$ cat src/hw/eebac_pkg.sv
// Purpose: constants for the byte eeprom access controller
// Assumes: axi4-lite register bus, 32-bit data, one word per register
// Notes:   program timing counts in cycles of the calibrated oscillator, stall and arm window counts in clk cycles
package eebac_pkg;
  // ==========================================================
  // register map (byte addresses)
  localparam logic [3:0] ADDR_LOW_OFS  = 4'h0;
  localparam logic [3:0] ADDR_HIGH_OFS = 4'h4;
  localparam logic [3:0] DATA_OFS      = 4'h8;
  localparam logic [3:0] CTRL_OFS      = 4'hC;
  // ==========================================================
  // control register fields
  localparam int RD_STROBE_BIT = 0;
  localparam int PROG_BIT      = 1;
  localparam int ARM_BIT       = 2;
  localparam int MODE_LSB      = 4;
  localparam int MODE_W        = 2;
  // ==========================================================
  // sizes and counts
  localparam int ADDR_W        = 9;
  localparam int DEPTH         = 512;
  localparam int ARM_WINDOW    = 4;
  localparam int READ_STALL    = 4;
  localparam int WRITE_STALL   = 2;
  localparam int ERASE_TICKS   = 16;
  localparam int WRITE_TICKS   = 16;
  localparam logic [7:0] ERASED_VALUE = 8'hFF;
  localparam logic [7:0] DATA_RESET   = 8'h00;
  localparam logic [1:0] MODE_ATOMIC  = 2'h0;
  localparam logic [1:0] MODE_ERASE   = 2'h1;
  localparam logic [1:0] MODE_WRITE   = 2'h2;
  localparam logic [1:0] AXI_OKAY     = 2'h0;
  localparam logic [1:0] AXI_SLVERR   = 2'h2;

  typedef enum {ST_IDLE, ST_ERASE, ST_WRITE} eebac_state_t;
endpackage

$ cat src/hw/eebac_ticker.sv
// Purpose: oscillator tick generator for program timing
// Assumes: osc_clk is asynchronous to clk
// Notes:   one-cycle tick on each rising osc edge
`timescale 1ns/1ps
`default_nettype none
module eebac_ticker
(
  input  wire logic clk,
  input  wire logic srst,
  input  wire logic osc_clk,
  output logic      tick
);
  logic s1_q;
  logic s2_q;
  logic s3_q;

  // ==========================================================
  // synchronise and detect rising edge
  always_ff @(posedge clk)
  begin
    if (srst)
    begin
      s1_q <= 1'b0;
      s2_q <= 1'b0;
      s3_q <= 1'b0;
    end
    else
    begin
      s1_q <= osc_clk;
      s2_q <= s1_q;
      s3_q <= s2_q;
    end
  end

  assign tick = s2_q & ~s3_q;
endmodule
`default_nettype wire

$ cat src/hw/eebac_top.sv
// Purpose: cpu access controller for a byte eeprom
// Assumes: axi4-lite slave on clk, osc_clk from calibrated oscillator
// Notes:   array held in flip-flops; stall pulses toward the core
//
// Implementation choices: the address map and the AXI4-Lite slave port.
`timescale 1ns/1ps
`default_nettype none
// Overview of operation
// - eeprom is its own linear byte space, bytes read and written singly
// - address, data and control registers reachable over the register bus
// - a read stalls the processor for four cycles
// - a program trigger stalls the processor for two cycles
// - mode zero with armed strobe starts combined erase and write
// - mode 01 with armed strobe erases the byte only
// - mode 10 with armed strobe writes data register only
// - program strobe reads set until the operation completes
// - no read or program starts while programming is busy
// - program durations are timed by the calibrated oscillator
// - read strobe loads data register from addressed byte
// - address is nine bits, upper high-byte bits read zero
module eebac_top
#(
  parameter int ERASE_CYC = eebac_pkg::ERASE_TICKS,
  parameter int WRITE_CYC = eebac_pkg::WRITE_TICKS
)
(
  input  wire logic        clk,
  input  wire logic        srst,
  input  wire logic        osc_clk,
  input  wire logic [3:0]  s_axi_awaddr,
  input  wire logic        s_axi_awvalid,
  output logic             s_axi_awready,
  input  wire logic [31:0] s_axi_wdata,
  input  wire logic [3:0]  s_axi_wstrb,
  input  wire logic        s_axi_wvalid,
  output logic             s_axi_wready,
  output logic [1:0]       s_axi_bresp,
  output logic             s_axi_bvalid,
  input  wire logic        s_axi_bready,
  input  wire logic [3:0]  s_axi_araddr,
  input  wire logic        s_axi_arvalid,
  output logic             s_axi_arready,
  output logic [31:0]      s_axi_rdata,
  output logic [1:0]       s_axi_rresp,
  output logic             s_axi_rvalid,
  input  wire logic        s_axi_rready,
  output logic             cpu_stall
);
  import eebac_pkg::*;

  logic [7:0]          mem_q [DEPTH];
  logic [ADDR_W-1:0]   addr_q;
  logic [7:0]          data_q;
  logic [1:0]          mode_q;
  logic                arm_q;
  logic [2:0]          arm_cnt_q;
  logic [2:0]          stall_q;
  logic [15:0]         tcnt_q;
  eebac_state_t        st_q;
  logic                tick;
  logic                busy;
  logic                aw_q;
  logic                w_q;
  logic [3:0]          awa_q;
  logic [31:0]         wd_q;
  logic                wr_go;
  logic [7:0]          wb;
  logic                rd_go;
  logic                prog_go;

  eebac_ticker u_tick
  (
    .clk     (clk),
    .srst    (srst),
    .osc_clk (osc_clk),
    .tick    (tick)
  );

  // ==========================================================
  // axi write channel: take address and data in either order
  assign s_axi_awready = ~aw_q & ~s_axi_bvalid;
  assign s_axi_wready  = ~w_q & ~s_axi_bvalid;
  assign wr_go = aw_q & w_q & ~s_axi_bvalid;
  assign wb    = wd_q[7:0];

  always_ff @(posedge clk)
  begin
    if (srst)
    begin
      aw_q         <= 1'b0;
      w_q          <= 1'b0;
      awa_q        <= 4'h0;
      wd_q         <= 32'h0;
      s_axi_bvalid <= 1'b0;
      s_axi_bresp  <= AXI_OKAY;
    end
    else
    begin
      if (s_axi_awvalid & s_axi_awready)
      begin
        aw_q  <= 1'b1;
        awa_q <= s_axi_awaddr;
      end
      if (s_axi_wvalid & s_axi_wready)
      begin
        w_q  <= 1'b1;
        wd_q <= s_axi_wstrb[0] ? s_axi_wdata : 32'h0;
      end
      if (wr_go)
      begin
        aw_q         <= 1'b0;
        w_q          <= 1'b0;
        s_axi_bvalid <= 1'b1;
        s_axi_bresp  <= (awa_q[1:0] == 2'h0) ? AXI_OKAY : AXI_SLVERR;
      end
      else if (s_axi_bvalid & s_axi_bready)
        s_axi_bvalid <= 1'b0;
    end
  end

  // write with wstrb[0] clear stores nothing
  logic wr_ok;
  logic w_strb_q;
  always_ff @(posedge clk)
  begin
    if (srst)
      w_strb_q <= 1'b0;
    else if (s_axi_wvalid & s_axi_wready)
      w_strb_q <= s_axi_wstrb[0];
  end
  assign wr_ok = wr_go & w_strb_q & ~busy;

  // ==========================================================
  // address and data registers
  assign rd_go   = wr_ok & (awa_q == CTRL_OFS) & wb[RD_STROBE_BIT];
  assign prog_go = wr_ok & (awa_q == CTRL_OFS) & wb[PROG_BIT] & arm_q;
  assign busy    = (st_q != ST_IDLE);

  always_ff @(posedge clk)
  begin
    if (srst)
      addr_q <= '0;
    else if (wr_ok & (awa_q == ADDR_LOW_OFS))
      addr_q[7:0] <= wb;
    else if (wr_ok & (awa_q == ADDR_HIGH_OFS))
      addr_q[8] <= wb[0];
  end

  always_ff @(posedge clk)
  begin
    if (srst)
      data_q <= DATA_RESET;
    else if (rd_go)
      data_q <= mem_q[addr_q];
    else if (wr_ok & (awa_q == DATA_OFS))
      data_q <= wb;
  end

  always_ff @(posedge clk)
  begin
    if (srst)
      mode_q <= MODE_ATOMIC;
    else if (wr_ok & (awa_q == CTRL_OFS))
      mode_q <= wb[MODE_LSB +: MODE_W];
  end

  // ==========================================================
  // arm bit with four-cycle window
  always_ff @(posedge clk)
  begin
    if (srst)
    begin
      arm_q     <= 1'b0;
      arm_cnt_q <= 3'h0;
    end
    else if (prog_go)
    begin
      arm_q     <= 1'b0;
      arm_cnt_q <= 3'h0;
    end
    else if (wr_ok & (awa_q == CTRL_OFS) & wb[ARM_BIT])
    begin
      arm_q     <= 1'b1;
      arm_cnt_q <= 3'(ARM_WINDOW);
    end
    else if (arm_cnt_q == 3'h1)
    begin
      arm_q     <= 1'b0;
      arm_cnt_q <= 3'h0;
    end
    else if (arm_cnt_q != 3'h0)
      arm_cnt_q <= arm_cnt_q - 3'h1;
  end

  // ==========================================================
  // processor stall
  always_ff @(posedge clk)
  begin
    if (srst)
      stall_q <= 3'h0;
    else if (rd_go)
      stall_q <= 3'(READ_STALL);
    else if (prog_go)
      stall_q <= 3'(WRITE_STALL);
    else if (stall_q != 3'h0)
      stall_q <= stall_q - 3'h1;
  end
  assign cpu_stall = (stall_q != 3'h0);

  // ==========================================================
  // self-timed programming sequencer
  always_ff @(posedge clk)
  begin
    if (srst)
    begin
      st_q   <= ST_IDLE;
      tcnt_q <= 16'h0;
    end
    else
    begin
      case (st_q)
        ST_IDLE:
        begin
          if (prog_go & (mode_q == MODE_WRITE))
          begin
            st_q   <= ST_WRITE;
            tcnt_q <= 16'(WRITE_CYC);
          end
          else if (prog_go & (mode_q != 2'h3))
          begin
            st_q   <= ST_ERASE;
            tcnt_q <= 16'(ERASE_CYC);
          end
        end
        ST_ERASE:
        begin
          if (tick & (tcnt_q == 16'h1))
          begin
            st_q   <= (mode_q == MODE_ATOMIC) ? ST_WRITE : ST_IDLE;
            tcnt_q <= 16'(WRITE_CYC);
          end
          else if (tick)
            tcnt_q <= tcnt_q - 16'h1;
        end
        ST_WRITE:
        begin
          if (tick & (tcnt_q == 16'h1))
            st_q <= ST_IDLE;
          else if (tick)
            tcnt_q <= tcnt_q - 16'h1;
        end
        default:
          st_q <= ST_IDLE;
      endcase
    end
  end

  // array update at end of each phase; write-only ands into cell
  always_ff @(posedge clk)
  begin
    if (tick & (tcnt_q == 16'h1) & (st_q == ST_ERASE))
      mem_q[addr_q] <= ERASED_VALUE;
    else if (tick & (tcnt_q == 16'h1) & (st_q == ST_WRITE))
      mem_q[addr_q] <= mem_q[addr_q] & data_q;
  end

  // ==========================================================
  // axi read channel
  assign s_axi_arready = ~s_axi_rvalid;
  always_ff @(posedge clk)
  begin
    if (srst)
    begin
      s_axi_rvalid <= 1'b0;
      s_axi_rdata  <= 32'h0;
      s_axi_rresp  <= AXI_OKAY;
    end
    else if (s_axi_arvalid & s_axi_arready)
    begin
      s_axi_rvalid <= 1'b1;
      s_axi_rresp  <= (s_axi_araddr[1:0] == 2'h0) ? AXI_OKAY : AXI_SLVERR;
      case (s_axi_araddr)
        ADDR_LOW_OFS:  s_axi_rdata <= {24'h0, addr_q[7:0]};
        ADDR_HIGH_OFS: s_axi_rdata <= {31'h0, addr_q[8]};
        DATA_OFS:      s_axi_rdata <= {24'h0, data_q};
        CTRL_OFS:      s_axi_rdata <= {26'h0, mode_q, 1'b0, arm_q,
                                       busy, 1'b0};
        default:       s_axi_rdata <= 32'h0;
      endcase
    end
    else if (s_axi_rvalid & s_axi_rready)
      s_axi_rvalid <= 1'b0;
  end

  // ==========================================================
  // checks
  busy_hold_a: assert property (@(posedge clk) disable iff (srst)
    busy & ~tick |=> busy) else $error("busy dropped without tick");
  read_stall_a: assert property (@(posedge clk) disable iff (srst)
    rd_go |=> cpu_stall [*4] ##1 !cpu_stall)
    else $error("read stall not four cycles");
  prog_stall_a: assert property (@(posedge clk) disable iff (srst)
    prog_go |=> cpu_stall [*2] ##1 !cpu_stall)
    else $error("program stall not two cycles");
  arm_window_a: assert property (@(posedge clk) disable iff (srst)
    $rose(arm_q) |-> ##[0:4] !arm_q)
    else $error("arm bit held too long");
  no_start_a: assert property (@(posedge clk) disable iff (srst)
    busy |-> !rd_go && !prog_go)
    else $error("operation started while busy");
  erase_only_a: assert property (@(posedge clk) disable iff (srst)
    prog_go && mode_q == MODE_ERASE |=> st_q == ST_ERASE)
    else $error("erase-only did not start");
  write_only_a: assert property (@(posedge clk) disable iff (srst)
    prog_go && mode_q == MODE_WRITE |=> st_q == ST_WRITE)
    else $error("write-only did not start");
  atomic_seq_a: assert property (@(posedge clk) disable iff (srst)
    st_q == ST_ERASE && mode_q == MODE_ATOMIC && tick && tcnt_q == 16'h1
    |=> st_q == ST_WRITE) else $error("atomic write phase skipped");
  read_data_a: assert property (@(posedge clk) disable iff (srst)
    rd_go |=> data_q == mem_q[addr_q])
    else $error("read data mismatch");
endmodule
`default_nettype wire

$ cat config.mk
export PLATFORM = sky130hd
export DESIGN_NAME = eebac_top
export DESIGN_NICKNAME = d
export VERILOG_FILES = /design/src/hw/eebac_pkg.sv /design/src/hw/eebac_ticker.sv /design/src/hw/eebac_top.sv
export SDC_FILE = /design/constraint.sdc
export NUM_CORES = 2
export LEC_CHECK = 0
export BUFFER_PORTS_ARGS = -buffer_cell sky130_fd_sc_hd__buf_2
export CORE_ASPECT_RATIO = 1.75
export CORE_MARGIN = 2
export CORE_UTILIZATION = 45
export CTS_CLUSTER_DIAMETER = 100
export DETAILED_ROUTE_END_ITERATION = 16
export PLACE_DENSITY = 0.65
export SKIP_LAST_GASP = 1
export SYNTH_ARGS = -nofsm -noshare
export SYNTH_HDL_FRONTEND = slang
export SYNTH_SLANG_ARGS = --single-unit
$ cat constraint.sdc
create_clock -name clk -period 52.5 [get_ports clk]
set_input_delay 5.25 -clock clk [delete_from_list [all_inputs] [get_ports clk]]
set_output_delay 5.25 -clock clk [all_outputs]
set_load 0.01 [all_outputs]
==> results.cfg <==
[finish]
fin_nets = 8625
fillers = 28600
layout.cells.non_filler = 13600
layout_common_cells = edfxtp_1 (4,096), mux2i_1 (822), mux4_2 (649)
layout_commonest_cell = edfxtp_1
syn_to_final_growth_pct = 10.5
drive_above_1_share = 0.175

[global_routing]
grtUsageTotal = 0.273
grt_max_degree = 221
grt_first_pass_wirelength_um = 690000
grt_antenna_before_repair = 37
grt_pass1_vias = 85900
overflow = 0

[die]
start_util = 0.451
dieArea_mm2 = 0.366
fp.dieW_um = 458
io_pins = 94
num_rows = 292
dieHeight_um = 799
core_area_mm2 = 0.360

[placed_design]
port_buffers = 40
placed_cells = 12900
hpwl_um = 333000
place_congestion = 0.982

[clock_network]
clock_path_buffers = 4
cts-buffers-inserted = 348
clock_latency_ps = 970
cts_resized = 0
root_buffer = clkbuf_16
clock-sinks = 4170
htreeDepth = 5
holdBufCountCts = 0
tritoncts = yes
path_clk_slew_ps = 70
post_cts_buffers = 0

[pwr]
clkPwrFrac = 0.418
netSwitchingPower_uw = 1210
p_total_uw = 6210
swShare = 0.194
p_leak_uw = 0.0631
p_int_uw = 5000
ir_drop_v = 0.0000353
pwr_density_cell_mw_per_mm2 = 34.6
comb_power_share = 0.002
power_frac_seq = 0.580

[timing]
fin_crit_sh = 0.195
holdWs_ps = 452
rsz0062_at_grt = false
clock_skew_ps = 70.3
slew-limit-headroom = -0.0986
period_needed_ps = 10250
finalSetupViolCount = 0
clock.fmax_mhz = 97.6
worst_slew_pin_slew_ps = 1630
finalSetupTns_ps = 0
drv_slew = 3
hold_viol_final = 0

[worst_setup_path]
rr_worst_depth = 16
endpoint_kind = flop
critPathRequiredTime_ps = 53100
crit_type = flop to flop
cp.arrival_ps = 10850
start_kind = flop
path_max_fanout = 88

[synthesis]
async_reset_ff_frac = 0
synth_seq_cells = 4170
yosysWarnings = 0
synth_top_area_frac = 0.757
yosys-top-cells-area = edfxtp_1 (76%), mux4_2 (9.0%), mux2i_1 (5.1%), nor2_1 (1.5%), o22ai_1 (1.1%)
avgSynthCellArea_um2 = 19.3
yosys_most_used_dff = edfxtp_1
ys_types = 85
synth_edf_count = 4096
yosysTopAreaCell = edfxtp_1
yosysSeqAreaShare = 0.766
synthCells = 8415
syn-cell-area_mm2 = 0.163

[routing]
ant_nets = 0
drcViolationCount = 0
wl_per_cell_um = 37.2
vias_per_cell = 6.30
routed_wl_um = 505000
drt_iter0_drc = 10300
drtPass1Iterations = 6
vias = 85500

[run]
cap_violations = 2

[worst_hold_path]
whs_path_depth = 1
hold_class = flop to flop

[status]
status = finished, violations left
violations = max-capacitance violations, max-slew violations
-- power groups by stage --
stage / Clock [µW] / Combinational (µW) / Sequential [µW]
2_1_floorplan: 0 / 12.6 / 3670
3_3_place_gp: 0 / 15.1 / 3670
3_5_place_dp: 0 / 15.3 / 3670
4_1_cts: 2610 / 15.4 / 3600
5_1_grt: 2720 / 17.2 / 3600
6_report: 2590 / 15.4 / 3600
-- path summary, 6_finish.rpt --
check	from	end	slack (ps)
setup / recovery	addr_q[3]	mem_q[329][1]	42250
hold reg to reg	u_tick.s1_q	u_tick.s2_q	450
hold / removal	u_tick.s1_q	u_tick.s2_q	450
setup reg to reg	addr_q[3]	mem_q[329][1]	42250
-- worst max-delay path, stage by stage, from the launching register on --
cell,delay [ps]
dfxtp_4,730
buf_4,650
buf_4,530
buf_12,470
buf_4,730
buf_4,660
mux4_2,380
nand2_1,70
a21o_1,200
a31oi_1,660
a31o_1,710
or4_1,280
or4_1,330
a211o_4,650
buf_4,700
buf_4,750
buf_4,780
-- cell families (layout without fill, tap and decap cells) --
group | after synthesis | after routing | synth area share
fa+ha+maj | 9 | 9 | 0.000693
other cells | 1 | 75 | 0.0000231
buf+inv | 561 | 952 | 0.0189
flops | 4170 | 4170 | 0.766
mux | 1481 | 1481 | 0.141
simple gates | 1316 | 1316 | 0.0369
xor+xnor | 14 | 14 | 0.000755
compound gates | 863 | 863 | 0.0356
-- cell type report --
class / instances / area, µm² / area share
inverters: 26 / 100 / 0.000557
clock inverters: 191 / 1880 / 0.0105
well taps: 4704 / 5890 / 0.0328
flip-flops and latches: 4170 / 124000 / 0.693
diodes: 49 / 123 / 0.000683
repair buffers: 309 / 2410 / 0.0134
clock buffers: 426 / 9120 / 0.0508
multi-input cells: 3709 / 35600 / 0.198
-- synthesized netlist by cell type (22+ instances only) --
cell	instances
a32oi_1	28
o21ai_0	64
clkbuf_1	201
nand2_1	235
buf_6	58
nor2_1	640
a22oi_1	217
o22ai_1	283
buf_2	158
nand4_1	44
nor3_1	82
inv_1	23
dfxtp_1	74
mux2i_1	822
buf_4	77
nand3_1	140
nor4_1	45
mux4_2	649
edfxtp_1	4096
buf_1	38
a21oi_1	117
a31oi_1	22
-- metrics by stage --
step           worst slack [ps]  instance area (µm²)  utilization
2_1_floorplan             26230               163000            -
3_3_place_gp              42760               168000        0.467
3_5_place_dp              42460               168000        0.467
4_1_cts                   42420               179000        0.498
5_1_grt                   42070               180000        0.498
6_report                  42250               180000        0.499
-- flip-flops by register name, indices dropped and copies added (netlist names), 4 cells and up --
name         cells
s_axi_rdata      8
data_q           8
mem_q         4096
awa_q            4
addr_q           9
tcnt_q          16
wd_q             8
-- layer usage --
metal	share of wire	GRT usage	up-vias	routed length, µm
met3	0.081	0.0576	1462	41000
met2	0.50	0.461	4741	253000
met1	0.30	0.278	44700	152000
met4	0.12	0.268	20	59100
li1	-	-	34600	-
met5	0.00027	0	-	136
(Power assumes the default switching activity.)
